[src/common/iopm_pkg.sv]
// constants, types and helpers shared by the port pin-function mux
`default_nettype none
package iopm_pkg;

  // ==========================================================
  // port geometry
  localparam int          IOPM_NUM_IO   = 6;     // bidirectional ports 1..6
  localparam int          IOPM_NUM_PORT = 7;     // plus input-only port 7
  localparam int          IOPM_NUM_PU   = 3;     // ports 1..3 carry pull-ups
  localparam int          IOPM_P5_IDX   = 4;     // port 5 sits at index 4
  localparam logic [7:0]  IOPM_P5_MASK  = 8'h07; // port 5 has three pins
  localparam logic [7:0]  IOPM_FULL     = 8'hFF;

  // ==========================================================
  // register offsets
  localparam logic [7:0]  OFS_DDR   = 8'h00;     // direction, ports 1..6
  localparam logic [7:0]  OFS_DR    = 8'h08;     // output data, ports 1..6
  localparam logic [7:0]  OFS_PCR   = 8'h10;     // pull-up control, 1..3
  localparam logic [7:0]  OFS_PIN   = 8'h18;     // pin levels, ports 1..7
  localparam logic [7:0]  OFS_CFG   = 8'h20;     // expansion control
  localparam logic [7:0]  OFS_MODE  = 8'h21;     // captured mode, read-only

  // ==========================================================
  // field positions
  localparam int          CFG_EXPANSION_ENABLE_BIT_BIT = 0;      // expansion_enable_bit
  localparam int          CFG_P2IO_BIT = 1;      // port2_upper_pins as port
  localparam int          P1_PWM_X_OUT_0_BIT  = 0;
  localparam int          P1_PWM_X_OUT_1_BIT  = 1;
  localparam int          P2_SDA_BIT   = 3;
  localparam int          P2_SCL_BIT   = 4;
  localparam int          P2_TXD_BIT   = 5;
  localparam int          P2_RXD_BIT   = 6;
  localparam int          P2_SCK_BIT   = 7;
  localparam int          P4_EXT_INTERRUPT_IN_1_BIT  = 1;
  localparam int          P4_EXT_INTERRUPT_IN_0_BIT  = 2;
  localparam int          P4_CLK_BIT   = 6;
  localparam int          P4_IDX       = 3;

  // ==========================================================
  // reset values and mode codes
  localparam logic [7:0]  DDR_RST  = 8'h00;
  localparam logic [7:0]  DR_RST   = 8'h00;
  localparam logic [7:0]  PCR_RST  = 8'h00;
  localparam logic [1:0]  CFG_RST  = 2'h0;
  localparam logic [1:0]  MODE_1   = 2'h1;

  // effective pin-function set
  typedef enum logic [2:0] {
    PM_SINGLE = 3'b001,
    PM_MODE1  = 3'b010,
    PM_EXPAND = 3'b100
  } iopm_pinmode_t;

  // mode 1 always takes its own set PM_MODE1; every other mode follows the enable bit
  function automatic iopm_pinmode_t iopm_pin_mode(input logic [1:0] mode,
                                                  input logic       expansion_enable_bit);
    if (mode == MODE_1) begin
      return PM_MODE1;
    end
    return expansion_enable_bit ? PM_EXPAND : PM_SINGLE;
  endfunction

endpackage
`default_nettype wire

[src/common/iopm_cfg_if.sv]
// carrier between the register file and the pin mux
`timescale 1ns/10ps
`default_nettype none
interface iopm_cfg_if;
  logic [5:0][7:0] ddr;   // direction, 1 = output
  logic [5:0][7:0] dr;    // output data
  logic [2:0][7:0] pullup_control_register;   // pull-up enables
  logic            expansion_enable_bit;  // expansion enable
  logic            p2io;  // upper port-2 pins as plain outputs
  logic [1:0]      mode;  // captured operating mode
  logic [6:0][7:0] pin;   // pin levels for readback

  modport regs (output ddr, dr, pullup_control_register, expansion_enable_bit, p2io, mode, input pin);
  modport core (input ddr, dr, pullup_control_register, expansion_enable_bit, p2io, mode, output pin);
endinterface
`default_nettype wire

[src/rtl/iopm_regs.sv]
// register file of the port pin-function mux
`timescale 1ns/10ps
`default_nettype none
module iopm_regs
  import iopm_pkg::*;
(
  // clock and reset
  input  wire logic       clk,
  input  wire logic       resetn,
  // register port
  input  wire logic [7:0] reg_addr,
  input  wire logic [7:0] reg_wdata,
  input  wire logic       reg_wr,
  input  wire logic       reg_rd,
  output var  logic [7:0] reg_rdata,
  // mode strap
  input  wire logic [1:0] mode_strap,
  // towards the pin mux
  iopm_cfg_if.regs        cfg
);

  // ==========================================================
  // helpers
  function automatic logic hit(input logic [7:0] a, input logic [7:0] base,
                               input int idx);
    return a == 8'(int'(base) + idx);
  endfunction

  // port 5 keeps only its three real pins
  function automatic logic [7:0] pmask(input int idx);
    return (idx == IOPM_P5_IDX) ? IOPM_P5_MASK : IOPM_FULL;
  endfunction

  logic [5:0][7:0] ddr_ff;
  logic [5:0][7:0] dr_ff;
  logic [2:0][7:0] pcr_ff;
  logic [1:0]      cfg_ff;
  logic [1:0]      mode_ff;
  logic            strap_done_ff;
  logic [7:0]      rdata_ff;
  logic [7:0]      nxt_rdata;

  // ==========================================================
  // mode strap caught on the first edge after release
  always_ff @(posedge clk or negedge resetn) begin
    if (!resetn) begin
      mode_ff       <= 2'h0;
      strap_done_ff <= 1'b0;
    end else if (!strap_done_ff) begin
      mode_ff       <= mode_strap;
      strap_done_ff <= 1'b1;
    end
  end

  // direction registers; clock pin defaults to output in mode 1
  always_ff @(posedge clk or negedge resetn) begin
    if (!resetn) begin
      ddr_ff <= {IOPM_NUM_IO{DDR_RST}};
    end else begin
      if (!strap_done_ff) begin
        ddr_ff[P4_IDX][P4_CLK_BIT] <= (mode_strap == MODE_1); // RQ12
      end
      for (int i = 0; i < IOPM_NUM_IO; i++) begin
        if (reg_wr && hit(reg_addr, OFS_DDR, i)) begin
          ddr_ff[i] <= reg_wdata & pmask(i); // RQ2
        end
      end
    end
  end

  // output data registers
  always_ff @(posedge clk or negedge resetn) begin
    if (!resetn) begin
      dr_ff <= {IOPM_NUM_IO{DR_RST}};
    end else begin
      for (int i = 0; i < IOPM_NUM_IO; i++) begin
        if (reg_wr && hit(reg_addr, OFS_DR, i)) begin
          dr_ff[i] <= reg_wdata & pmask(i); // RQ3
        end
      end
    end
  end

  // pull-up control, ports 1..3 only
  always_ff @(posedge clk or negedge resetn) begin
    if (!resetn) begin
      pcr_ff <= {IOPM_NUM_PU{PCR_RST}};
    end else begin
      for (int i = 0; i < IOPM_NUM_PU; i++) begin
        if (reg_wr && hit(reg_addr, OFS_PCR, i)) begin
          pcr_ff[i] <= reg_wdata; // RQ4
        end
      end
    end
  end

  // expansion control
  always_ff @(posedge clk or negedge resetn) begin
    if (!resetn) begin
      cfg_ff <= CFG_RST;
    end else if (reg_wr && reg_addr == OFS_CFG) begin
      cfg_ff <= reg_wdata[1:0]; // RQ13
    end
  end

  // read mux; unmapped offsets read zero
  always_comb begin
    nxt_rdata = 8'h00;
    for (int i = 0; i < IOPM_NUM_IO; i++) begin
      if (hit(reg_addr, OFS_DDR, i)) nxt_rdata = ddr_ff[i];
      if (hit(reg_addr, OFS_DR, i))  nxt_rdata = dr_ff[i];
    end
    for (int i = 0; i < IOPM_NUM_PU; i++) begin
      if (hit(reg_addr, OFS_PCR, i)) nxt_rdata = pcr_ff[i];
    end
    for (int i = 0; i < IOPM_NUM_PORT; i++) begin
      if (hit(reg_addr, OFS_PIN, i)) nxt_rdata = cfg.pin[i];
    end
    if (reg_addr == OFS_CFG)  nxt_rdata = {6'h00, cfg_ff};
    if (reg_addr == OFS_MODE) nxt_rdata = {6'h00, mode_ff};
  end

  // read data valid only in the cycle after the strobe
  always_ff @(posedge clk or negedge resetn) begin
    if (!resetn) begin
      rdata_ff <= 8'h00;
    end else begin
      rdata_ff <= reg_rd ? nxt_rdata : 8'h00;
    end
  end

  assign reg_rdata = rdata_ff;
  assign cfg.ddr   = ddr_ff;
  assign cfg.dr    = dr_ff;
  assign cfg.pullup_control_register   = pcr_ff;
  assign cfg.expansion_enable_bit  = cfg_ff[CFG_EXPANSION_ENABLE_BIT_BIT];
  assign cfg.p2io  = cfg_ff[CFG_P2IO_BIT];
  assign cfg.mode  = mode_ff;

endmodule
`default_nettype wire

[src/rtl/iopm_top.sv]
// pin-function mux and direction control for ports 1..7
//
// What this block does
// [RQ1] six bidirectional ports plus one input-only port
// [RQ2] per-pin direction register on bidirectional ports
// [RQ3] output data register drives output pins
// [RQ4] ports one to three have pull-up control
// [RQ5] expanded port one, direction 0: input
// [RQ6] expanded port one, direction 1: address or PWM
// [RQ7] expanded port two output: address, PWM, serial, blanking
// [RQ8] expanded port two input: port, serial, blanking
// [RQ9] expanded upper port two usable as outputs
// [RQ10] single-chip port two: I/O, PWM, serial, I2C
// [RQ11] two port-four pins feed interrupts zero, one
// [RQ12] mode one clock pin outputs clock when set
// [RQ13] enable bit picks expanded or single-chip functions
//
// Chosen here: the placing of the registers and the strobed register port.
`timescale 1ns/10ps
`default_nettype none
module iopm_top
  import iopm_pkg::*;
(
  // clock and reset
  input  wire logic            clk,
  input  wire logic            resetn,
  // register port
  input  wire logic [7:0]      reg_addr,
  input  wire logic [7:0]      reg_wdata,
  input  wire logic            reg_wr,
  input  wire logic            reg_rd,
  output var  logic [7:0]      reg_rdata,
  // operating mode strap
  input  wire logic [1:0]      mode_strap,
  // pins: index 0 is port 1, index 6 is port 7
  input  wire logic [6:0][7:0] pin_in,
  output var  logic [5:0][7:0] pin_out,
  output var  logic [5:0][7:0] pin_oe,
  output var  logic [2:0][7:0] pullup_en,
  // memory bus address
  input  wire logic [15:0]     ext_addr,
  // PWM timers
  input  wire logic [7:0]      pwm_out_low_group,
  input  wire logic [7:0]      pwm_low_en,
  input  wire logic [7:0]      pwm_out_high_group,
  input  wire logic [7:0]      pwm_high_en,
  input  wire logic            pwm_x_out_0,
  input  wire logic            pwm_x_out_1,
  input  wire logic [1:0]      pwm_x_en,
  // serial channel one
  input  wire logic            serial1_tx_data,
  input  wire logic            serial1_tx_en,
  input  wire logic            serial1_rx_en,
  input  wire logic            serial1_clk_out,
  input  wire logic            serial1_clk_oe,
  output var  logic            serial1_receive_pin,
  output var  logic            serial1_clock_pin,
  // timer connection
  input  wire logic            timer_blanking_output,
  input  wire logic            timer_blanking_en,
  // optional i2c channel one, open drain
  input  wire logic            i2c1_en,
  input  wire logic            i2c1_clk_drive_low,
  input  wire logic            i2c1_data_drive_low,
  output var  logic            i2c1_clock_pin,
  output var  logic            i2c1_data_pin,
  // interrupts and clocks
  output var  logic            ext_interrupt_in_0,
  output var  logic            ext_interrupt_in_1,
  input  wire logic            sysclk_src,
  output var  logic            external_sub_clock_input
);

  // ==========================================================
  // register file
  iopm_cfg_if cfg ();

  iopm_regs u_regs (
    .clk        (clk),
    .resetn     (resetn),
    .reg_addr   (reg_addr),
    .reg_wdata  (reg_wdata),
    .reg_wr     (reg_wr),
    .reg_rd     (reg_rd),
    .reg_rdata  (reg_rdata),
    .mode_strap (mode_strap),
    .cfg        (cfg)
  );

  // port 7 has no direction or data register, only readback
  assign cfg.pin = pin_in; // RQ1

  // ==========================================================
  // pin function selection
  iopm_pinmode_t   pm;
  logic [5:0][7:0] nxt_out;
  logic [5:0][7:0] nxt_oe;
  logic [5:0][7:0] out_ff;
  logic [5:0][7:0] oe_ff;
  logic [2:0][7:0] pu_ff;

  assign pm = iopm_pin_mode(cfg.mode, cfg.expansion_enable_bit); // RQ13

  always_comb begin
    // plain I/O everywhere unless a function takes the pin over
    for (int i = 0; i < IOPM_NUM_IO; i++) begin
      nxt_out[i] = cfg.dr[i];  // RQ3
      nxt_oe[i]  = cfg.ddr[i]; // RQ2
    end

    unique case (pm)
      PM_MODE1: begin
        // address pins are driven whatever the direction bits say
        nxt_out[0] = ext_addr[7:0];
        nxt_oe[0]  = IOPM_FULL;
        nxt_out[1] = ext_addr[15:8];
        nxt_oe[1]  = IOPM_FULL;
      end
      PM_EXPAND: begin
        for (int b = 0; b < 8; b++) begin
          // direction 0 leaves the pin an input via nxt_oe
          nxt_out[0][b] = pwm_low_en[b] ? pwm_out_low_group[b]
                                        : ext_addr[b]; // RQ5 RQ6
        end
        for (int b = 0; b < 4; b++) begin
          nxt_out[1][b] = ext_addr[8 + b]; // RQ7
        end
        for (int b = 4; b < 8; b++) begin
          if (pwm_high_en[b]) begin
            nxt_out[1][b] = pwm_out_high_group[b]; // RQ7
          end else if (cfg.p2io) begin
            nxt_out[1][b] = cfg.dr[1][b]; // RQ9
          end else begin
            nxt_out[1][b] = ext_addr[8 + b]; // RQ7
          end
        end
      end
      PM_SINGLE: begin
        nxt_out[0] = (pwm_low_en & pwm_out_low_group)
                   | (~pwm_low_en & cfg.dr[0]);
        nxt_out[1] = (pwm_high_en & pwm_out_high_group)
                   | (~pwm_high_en & cfg.dr[1]); // RQ10
      end
    endcase

    if (pm != PM_MODE1) begin
      // pwm x channels take the two lowest port-one pins
      if (pwm_x_en[0]) nxt_out[0][P1_PWM_X_OUT_0_BIT] = pwm_x_out_0; // RQ6
      if (pwm_x_en[1]) nxt_out[0][P1_PWM_X_OUT_1_BIT] = pwm_x_out_1; // RQ6

      // serial and blanking override direction in either set
      if (serial1_tx_en) begin
        nxt_out[1][P2_TXD_BIT] = serial1_tx_data; // RQ8 RQ10
        nxt_oe[1][P2_TXD_BIT]  = 1'b1;
      end
      if (serial1_rx_en) begin
        nxt_oe[1][P2_RXD_BIT]  = 1'b0; // RQ8
      end
      if (serial1_clk_oe) begin
        nxt_out[1][P2_SCK_BIT] = serial1_clk_out; // RQ7
        nxt_oe[1][P2_SCK_BIT]  = 1'b1;
      end else if (timer_blanking_en) begin
        nxt_out[1][P2_SCK_BIT] = timer_blanking_output; // RQ8
        nxt_oe[1][P2_SCK_BIT]  = 1'b1;
      end
    end

    // i2c exists only in single-chip mode; only ever pulls low
    if (pm == PM_SINGLE && i2c1_en) begin
      nxt_out[1][P2_SCL_BIT] = 1'b0; // RQ10
      nxt_oe[1][P2_SCL_BIT]  = i2c1_clk_drive_low;
      nxt_out[1][P2_SDA_BIT] = 1'b0;
      nxt_oe[1][P2_SDA_BIT]  = i2c1_data_drive_low;
    end

    // clock pin: system clock out while its direction bit is set
    if (cfg.ddr[P4_IDX][P4_CLK_BIT]) begin
      nxt_out[P4_IDX][P4_CLK_BIT] = sysclk_src; // RQ12
    end
  end

  // ==========================================================
  // registered pin drivers
  always_ff @(posedge clk or negedge resetn) begin
    if (!resetn) begin
      out_ff <= {IOPM_NUM_IO{DR_RST}};
      oe_ff  <= {IOPM_NUM_IO{DDR_RST}};
    end else begin
      out_ff <= nxt_out;
      oe_ff  <= nxt_oe;
    end
  end

  // pull-ups only on pins not being driven, saves static current
  always_ff @(posedge clk or negedge resetn) begin
    if (!resetn) begin
      pu_ff <= {IOPM_NUM_PU{PCR_RST}};
    end else begin
      for (int i = 0; i < IOPM_NUM_PU; i++) begin
        pu_ff[i] <= cfg.pullup_control_register[i] & ~nxt_oe[i]; // RQ4
      end
    end
  end

  assign pin_out   = out_ff;
  assign pin_oe    = oe_ff;
  assign pullup_en = pu_ff;

  // ==========================================================
  // pin levels returned to the peripherals
  always_ff @(posedge clk or negedge resetn) begin
    if (!resetn) begin
      ext_interrupt_in_0 <= 1'b0;
      ext_interrupt_in_1 <= 1'b0;
    end else begin
      // interrupt taps stay live in every mode, pin stays I/O
      ext_interrupt_in_0 <= pin_in[P4_IDX][P4_EXT_INTERRUPT_IN_0_BIT]; // RQ11
      ext_interrupt_in_1 <= pin_in[P4_IDX][P4_EXT_INTERRUPT_IN_1_BIT]; // RQ11
    end
  end

  // external clock is only passed on while the pin is an input
  always_ff @(posedge clk or negedge resetn) begin
    if (!resetn) begin
      external_sub_clock_input <= 1'b0;
    end else begin
      external_sub_clock_input <= ~cfg.ddr[P4_IDX][P4_CLK_BIT]
                                & pin_in[P4_IDX][P4_CLK_BIT]; // RQ12
    end
  end

  // serial and i2c receive taps; idle high when not owned
  always_ff @(posedge clk or negedge resetn) begin
    if (!resetn) begin
      serial1_receive_pin <= 1'b1;
      serial1_clock_pin   <= 1'b1;
      i2c1_clock_pin      <= 1'b1;
      i2c1_data_pin       <= 1'b1;
    end else begin
      serial1_receive_pin <= (pm == PM_MODE1) | pin_in[1][P2_RXD_BIT];
      serial1_clock_pin   <= (pm == PM_MODE1) | pin_in[1][P2_SCK_BIT];
      i2c1_clock_pin      <= (pm != PM_SINGLE) | pin_in[1][P2_SCL_BIT];
      i2c1_data_pin       <= (pm != PM_SINGLE) | pin_in[1][P2_SDA_BIT];
    end
  end

endmodule
`default_nettype wire

[config.mk]
export PLATFORM = sky130hd
export DESIGN_NAME = iopm_top
export DESIGN_NICKNAME = d
export VERILOG_FILES = /design/src/common/iopm_pkg.sv /design/src/common/iopm_cfg_if.sv /design/src/rtl/iopm_regs.sv /design/src/rtl/iopm_top.sv
export SDC_FILE = /design/constraint.sdc
export NUM_CORES = 1
export LEC_CHECK = 0
export BUFFER_PORTS_ARGS = -buffer_cell sky130_fd_sc_hd__buf_2
export CORE_MARGIN = 2
export CORE_UTILIZATION = 45
export CTS_CLUSTER_DIAMETER = 50
export DETAILED_ROUTE_END_ITERATION = 10
export GPL_TIMING_DRIVEN = 0
export PLACE_DENSITY = 0.7
export SLEW_MARGIN = 20
export SYNTH_ARGS = -nofsm -noshare
export SYNTH_HDL_FRONTEND = slang
export SYNTH_SLANG_ARGS = --single-unit
[constraint.sdc]
create_clock -name clk -period 3.39 [get_ports clk]
set_input_delay 0.339 -clock clk [delete_from_list [all_inputs] [get_ports clk]]
set_output_delay 0.339 -clock clk [all_outputs]
set_load 0.02 [all_outputs]
; Word-level counts from Yosys, hierarchy flattened
; Index checks and enable logic that the tools add are counted.
[classes]
eq_ne = 31
n_mux = 65
n_bitwise = 20
n_reduce_logical = 18
[ops]
columns = cell, count
row1 = 8-bit two-way mux, 25
row2 = 8-bit by 5-bit equality test with 1-bit output (second input constant), 10
row3 = 8-bit bitwise AND, 7
row4 = 8-bit by 4-bit equality test with 1-bit output (second input constant), 6
row5 = 16-bit one-hot mux with 3 select lines, 1
row6 = 8-bit inverter, 5
row7 = 1-bit two-way mux, 30
row8 = 1-bit logical AND, 17
row9 = 8-bit by 2-bit equality test with 1-bit output (second input constant), 2
row10 = 8-bit by 3-bit equality test with 1-bit output (second input constant), 2
row11 = 8-bit by 6-bit equality test with 1-bit output (second input constant), 2
row12 = 16-bit two-way mux, 1
row13 = 8-bit bitwise OR, 2
row14 = 3-bit two-way mux, 4
row15 = 8-bit by 1-bit equality test with 1-bit output (second input constant), 1
row16 = 8-bit logical NOT, 1
row17 = 7-bit two-way mux, 1
row18 = 2-bit two-way mux, 3
row19 = 2-bit by 1-bit equality test with 1-bit output (second input constant), 2
row20 = 1-bit bitwise OR, 4
row21 = 3-bit by 1-bit equality test with 1-bit output (second input constant), 1
row22 = 3-bit by 2-bit equality test with 1-bit output (second input constant), 1
row23 = 3-bit equality test (second input constant), 1
row24 = 3-bit by 1-bit != test with 1-bit output (second input constant), 1
row25 = 4 further kinds, 4
[word_totals]
reg_bits = 240
input_bits = 141

; Logic depth before layout (Yosys ltp)
[depth]
depth_word = 26
mapped_depth = 10
ltp_nobuf = 6

; By module
; A second synthesis with hierarchy kept.
[hier_totals]
hier_cells = 922
area_unflattened_um2 = 10857.9
[modules_own_cells]
columns = module, instances, cells_each, area_each_um2, seq_area_each_um2
row1 = iopm_regs, 1, 635, 6760.2, 3078.0
row2 = iopm_top, 1, 287, 4097.7, 3183.1

; Least setup slack after synthesis
; Ideal clock, no wire load.
[synth_path]
path_type = input-to-reg
from = in reg_addr[7]
to = reg u_regs.rdata_ff[4], in the netlist u_regs.reg_rdata[4]
t_arrival_ns = 2.175
required_ns = 3.303
setup_slack_ns = 1.128
path_stages = 8
path_buffers = 2
cell_sequence = or4b_1 -> buf_2 -> or3_1 -> buf_2 -> a2bb2oi_1 -> a32o_1 -> a31o_1 -> a211oi_2
[synth_between]
elab_chain_cells = 26
elab_cells_between_ends = 49
cone_classes = eq/ne (23) / mux (25) / reduce/logical (1)
[synth_lines]
columns = element, line
row1 = "start, declared", iopm_top.sv:28  ; input wire logic [7:0] reg_addr,
row2 = 8-bit logical NOT, iopm_regs.sv:26  ; return a == 8'(int'(base) + idx);
row3 = 8-bit two-way mux, iopm_regs.sv:110  ; if (hit(reg_addr, OFS_DDR, i)) nxt_rdata = ddr_ff[i];
row4 = 8-bit two-way mux, iopm_regs.sv:111  ; if (hit(reg_addr, OFS_DR, i)) nxt_rdata = dr_ff[i];
row5 = 8-bit two-way mux, iopm_regs.sv:110
row6 = 8-bit two-way mux, iopm_regs.sv:111
row7 = 8-bit two-way mux, iopm_regs.sv:110
row8 = 8-bit two-way mux, iopm_regs.sv:111
row9 = 8-bit two-way mux, iopm_regs.sv:110
row10 = [... 2 more ...], --
row11 = 8-bit two-way mux, iopm_regs.sv:111
row12 = 8-bit two-way mux, iopm_regs.sv:110
row13 = 8-bit two-way mux, iopm_regs.sv:111
row14 = 8-bit two-way mux (3 in a row), iopm_regs.sv:114  ; if (hit(reg_addr, OFS_PCR, i)) nxt_rdata = pcr_ff[i];
row15 = 8-bit two-way mux (7 in a row), iopm_regs.sv:117  ; if (hit(reg_addr, OFS_PIN, i)) nxt_rdata = cfg.pin[i];
row16 = 8-bit two-way mux, iopm_regs.sv:119  ; if (reg_addr == OFS_CFG) nxt_rdata = {6'h00, cfg_ff};
row17 = 8-bit two-way mux *, iopm_regs.sv:120  ; if (reg_addr == OFS_MODE) nxt_rdata = {6'h00, mode_ff};
row18 = 8-bit two-way mux *, iopm_regs.sv:128  ; rdata_ff <= reg_rd ? nxt_rdata : 8'h00;
row19 = "end signal, assigned", iopm_regs.sv:128
row20 = "end, declared", iopm_regs.sv:40  ; logic [7:0] rdata_ff;
; Every way passes the cells marked *; elsewhere a longest branch is shown, timed or not.
; A chain may end at the register's enable or synchronous reset.

; Worst setup path after layout
[layout_path]
from = in reg_addr[1]
to = reg u_regs.rdata_ff[3], in the netlist u_regs.reg_rdata[3]
; The elaborated chain is that of the path after synthesis.

==> impl_metrics.ini <==
[clock_network]
clkLatencyLatePin_ps = 550
cts_resized = 0
ctsHoldBuffers = 10
tritoncts = built
clkTransAtPathRegs_ps = 70
ctsLongestPathBuffers = 3
post_cts_buffers = 0
clock-sinks = 240
cts.htree.levels = 1
root_buffer = clkbuf_16
cts_buffers = 28

[grt]
top_usage_layer = met2
met2_usage_pct = 48.4
grt_pass1_wl_um = 55600
grt_overflow = 0
grt_pass1_vias = 8943
use_met1_pct = 42.8
grt_use_met3_pct = 7.81
track_usage_pct = 31.2
grt_max_degree = 100
antenna_found_initial = 1

[timing]
fmax_mhz = 322
drv_slew = 0
setup_violations = 0
max_slew.worst_pin.slew_ps = 1060
period_minus_slack_ps = 3110
hold_viol = 0
clock_skew_ps = 14.9
rsz0062_at_grt = no
slew_headroom_pct = 29.3
finalCritPeriodShare_pct = 91.7

[worst_setup_path]
startpoint = reg_addr[1]
required_ps = 3790
path_buf_inv = 4
crit_end = u_regs.reg_rdata[3]
worstReg2RegEnd = pin_out[1]
cpMaxStageDelayCell = clkbuf_1
reg2reg_from = u_regs.cfg.mode[1]
path_cells = buf_2 > buf_2 > clkbuf_1 > clkbuf_1 > mux2i_1 > nor2_1 > a21oi_1 > o221ai_1 > nor4b_1 > a211oi_1
crit_type = in2reg
path_depth = 10
cp_top_family = buffers and inverters
reg2reg_slack_ps = 1110
max_stage_delay_ps = 740
r2r_cells = 6
cp_data_arrival_time_ps = 3510
path_max_fanout = 10
start_kind = input port
cp-end-kind = register

[synthesis]
yosysUniqueCellTypes = 67
ys_top_cells_by_area = dfrtp_1 (57%), mux2_2 (12%), a21oi_1 (2.5%)
ys_ff_latch = 240
yosys.area.top_type = dfrtp_1
synth_edf_count = 0
ys_seq_area_share_pct = 57.6
netlist_area_sq_mm = 0.0104
synth-main-ff-cell = dfrtp_1
synth_area_per_cell_sq_um = 11.5
ys_warn_count = 0
synth.most_common_cell = dfrtp_1
synth_common_cells = dfrtp_1 (236), mux2_2 (111), nor2_1 (66)
yosysTopAreaCellShare_pct = 56.6
syn_inst = 904
synthArstFlopShare_pct = 100

[cells_and_area]
final_cell_area_sq_mm = 0.0133
drive_gt1_share_pct = 37.2
layout-area-overhead-vs-synth_pct = 27.2
finalNetCount = 1360

[routing]
wl_um = 38500
vias = 8979
wl_per_cell_um = 25.2
dr.first_iter.drc_count = 881
first_pass_iters = 8
ant_nets = 0
drc = 0
routed_via_density = 5.88

[die]
ios = 276
rows = 55
initial_core_util_pct = 46.0
dieArea_sq_mm = 0.0244
die_w_um = 156
coreArea_sq_mm = 0.0227
die_h_um = 156

[placed_design]
placed_cell_area_sq_mm = 0.0122
io_buffer_count = 264
hpwl_um = 28400
gp_congestion = 0.963

[power]
totalPowerFinal_mw = 7.04
p_leak_nw = 6.72
p_per_area_mw_per_mm2 = 530
peakVddDrop_mv = 0.367

[run_status]
status = complete, no violations

[flow_run]
maxCapViolCount = 0

[worst_hold_path]
worst_hold_path_type = in2reg
[metal layers]
layer / wire length (um) / share of wire (%)
met1: 15900 / 41
met3: 3790 / 9.8
met2: 17400 / 45
met4: 1360 / 3.5
met5: 0 / 0
[worst min path at each step]
stage                                  start            endpoint  slack, ps  cells past startpoint
after floorplan                       resetn  ext_interrupt_in_0         40                      0
after global placement    u_regs.cfg.ddr[43]          pin_oe[43]        380                      0
after detailed placement              resetn          pin_oe[21]        290                      1
after CTS                        ext_addr[3]          pin_out[3]         10                      3
after global routing           serial1_rx_en          pin_oe[14]         20                      2
final                           ext_addr[11]         pin_out[11]         20                      3
[layout make-up]
cell class / instances / area, sq um
fill: 1982 / 9430
sequential: 240 / 6010
multi-input combinational: 591 / 4100
timing repair buffer: 276 / 1490
clock buffer: 34 / 763
tap: 285 / 357
buffer: 62 / 285
clock inverter: 18 / 196
inverter: 20 / 75.1
antenna: 1 / 2.50
[flip-flops by register name, indices dropped and copies added, names as in the netlist, 2 cells and up]
name                                count
pullup_en                              24
u_regs.cfg.pullup_control_register     24
u_regs.reg_rdata                        8
pin_out                                43
u_regs.cfg_ff                           2
u_regs.cfg.mode                         2
u_regs.cfg.dr                          43
u_regs.cfg.ddr                         43
pin_oe                                 43
[metrics by stage]
step	instances	worst slack, ps	setup TNS, ps	hold slack [ps]	utilization [%]
2_1_floorplan	913	1130	0	43.4	-
3_3_place_gp	1462	-2160	-505040	382	53.5
3_5_place_dp	1464	-205	-356	291	53.8
4_1_cts	1526	342	0	12.8	58.5
5_1_grt	1526	130	0	20.3	58.5
6_report	1527	281	0	21.5	58.5
[tightest hold or removal path, cell delays in order]
cell and delay, ps:
buf_2 70, o21ai_0 70, o41ai_1 60
[power by group]
| part | internal (mW) | total, mW | switching [mW] |
|---|---|---|---|
| Combinational | 0.301 | 0.850 | 0.549 |
| Clock | 1.79 | 3.06 | 1.27 |
| Sequential | 3.03 | 3.14 | 0.107 |
[logic make-up after synthesis]
logic type             Yosys count  share of synthesized area (%)
other                            2                         0.0719
AO/OA/AOI/OAI                  197                           12.2
buffers and inverters           82                           3.45
AND/OR/NAND/NOR                246                           12.0
multiplexers                   137                           14.7
flip-flops                     240                           57.6
[placed cells by master (no fill, tap or decap), types with 7 or more instances in the layout]
| master | count |
|---|---|
| buf_2 | 272 |
| dfrtp_1 | 236 |
| mux2_2 | 111 |
| nor2_1 | 66 |
| nand2_1 | 55 |
| a21oi_1 | 52 |
| o21ai_0 | 49 |
| clkbuf_1 | 42 |
| clkbuf_16 | 28 |
| mux2i_1 | 24 |
| nand2b_1 | 22 |
| nor2b_1 | 20 |
| inv_1 | 19 |
| nand3_1 | 17 |
| and3_1 | 12 |
| nor3_1 | 12 |
| conb_1 | 11 |
| buf_4 | 10 |
| dlygate4sd3_1 | 10 |
| or3_1 | 9 |
| a22oi_1 | 8 |
| a31oi_1 | 8 |
| a211oi_1 | 8 |
| o221ai_1 | 7 |
No activity file was read; power rests on OpenSTA's default activity.
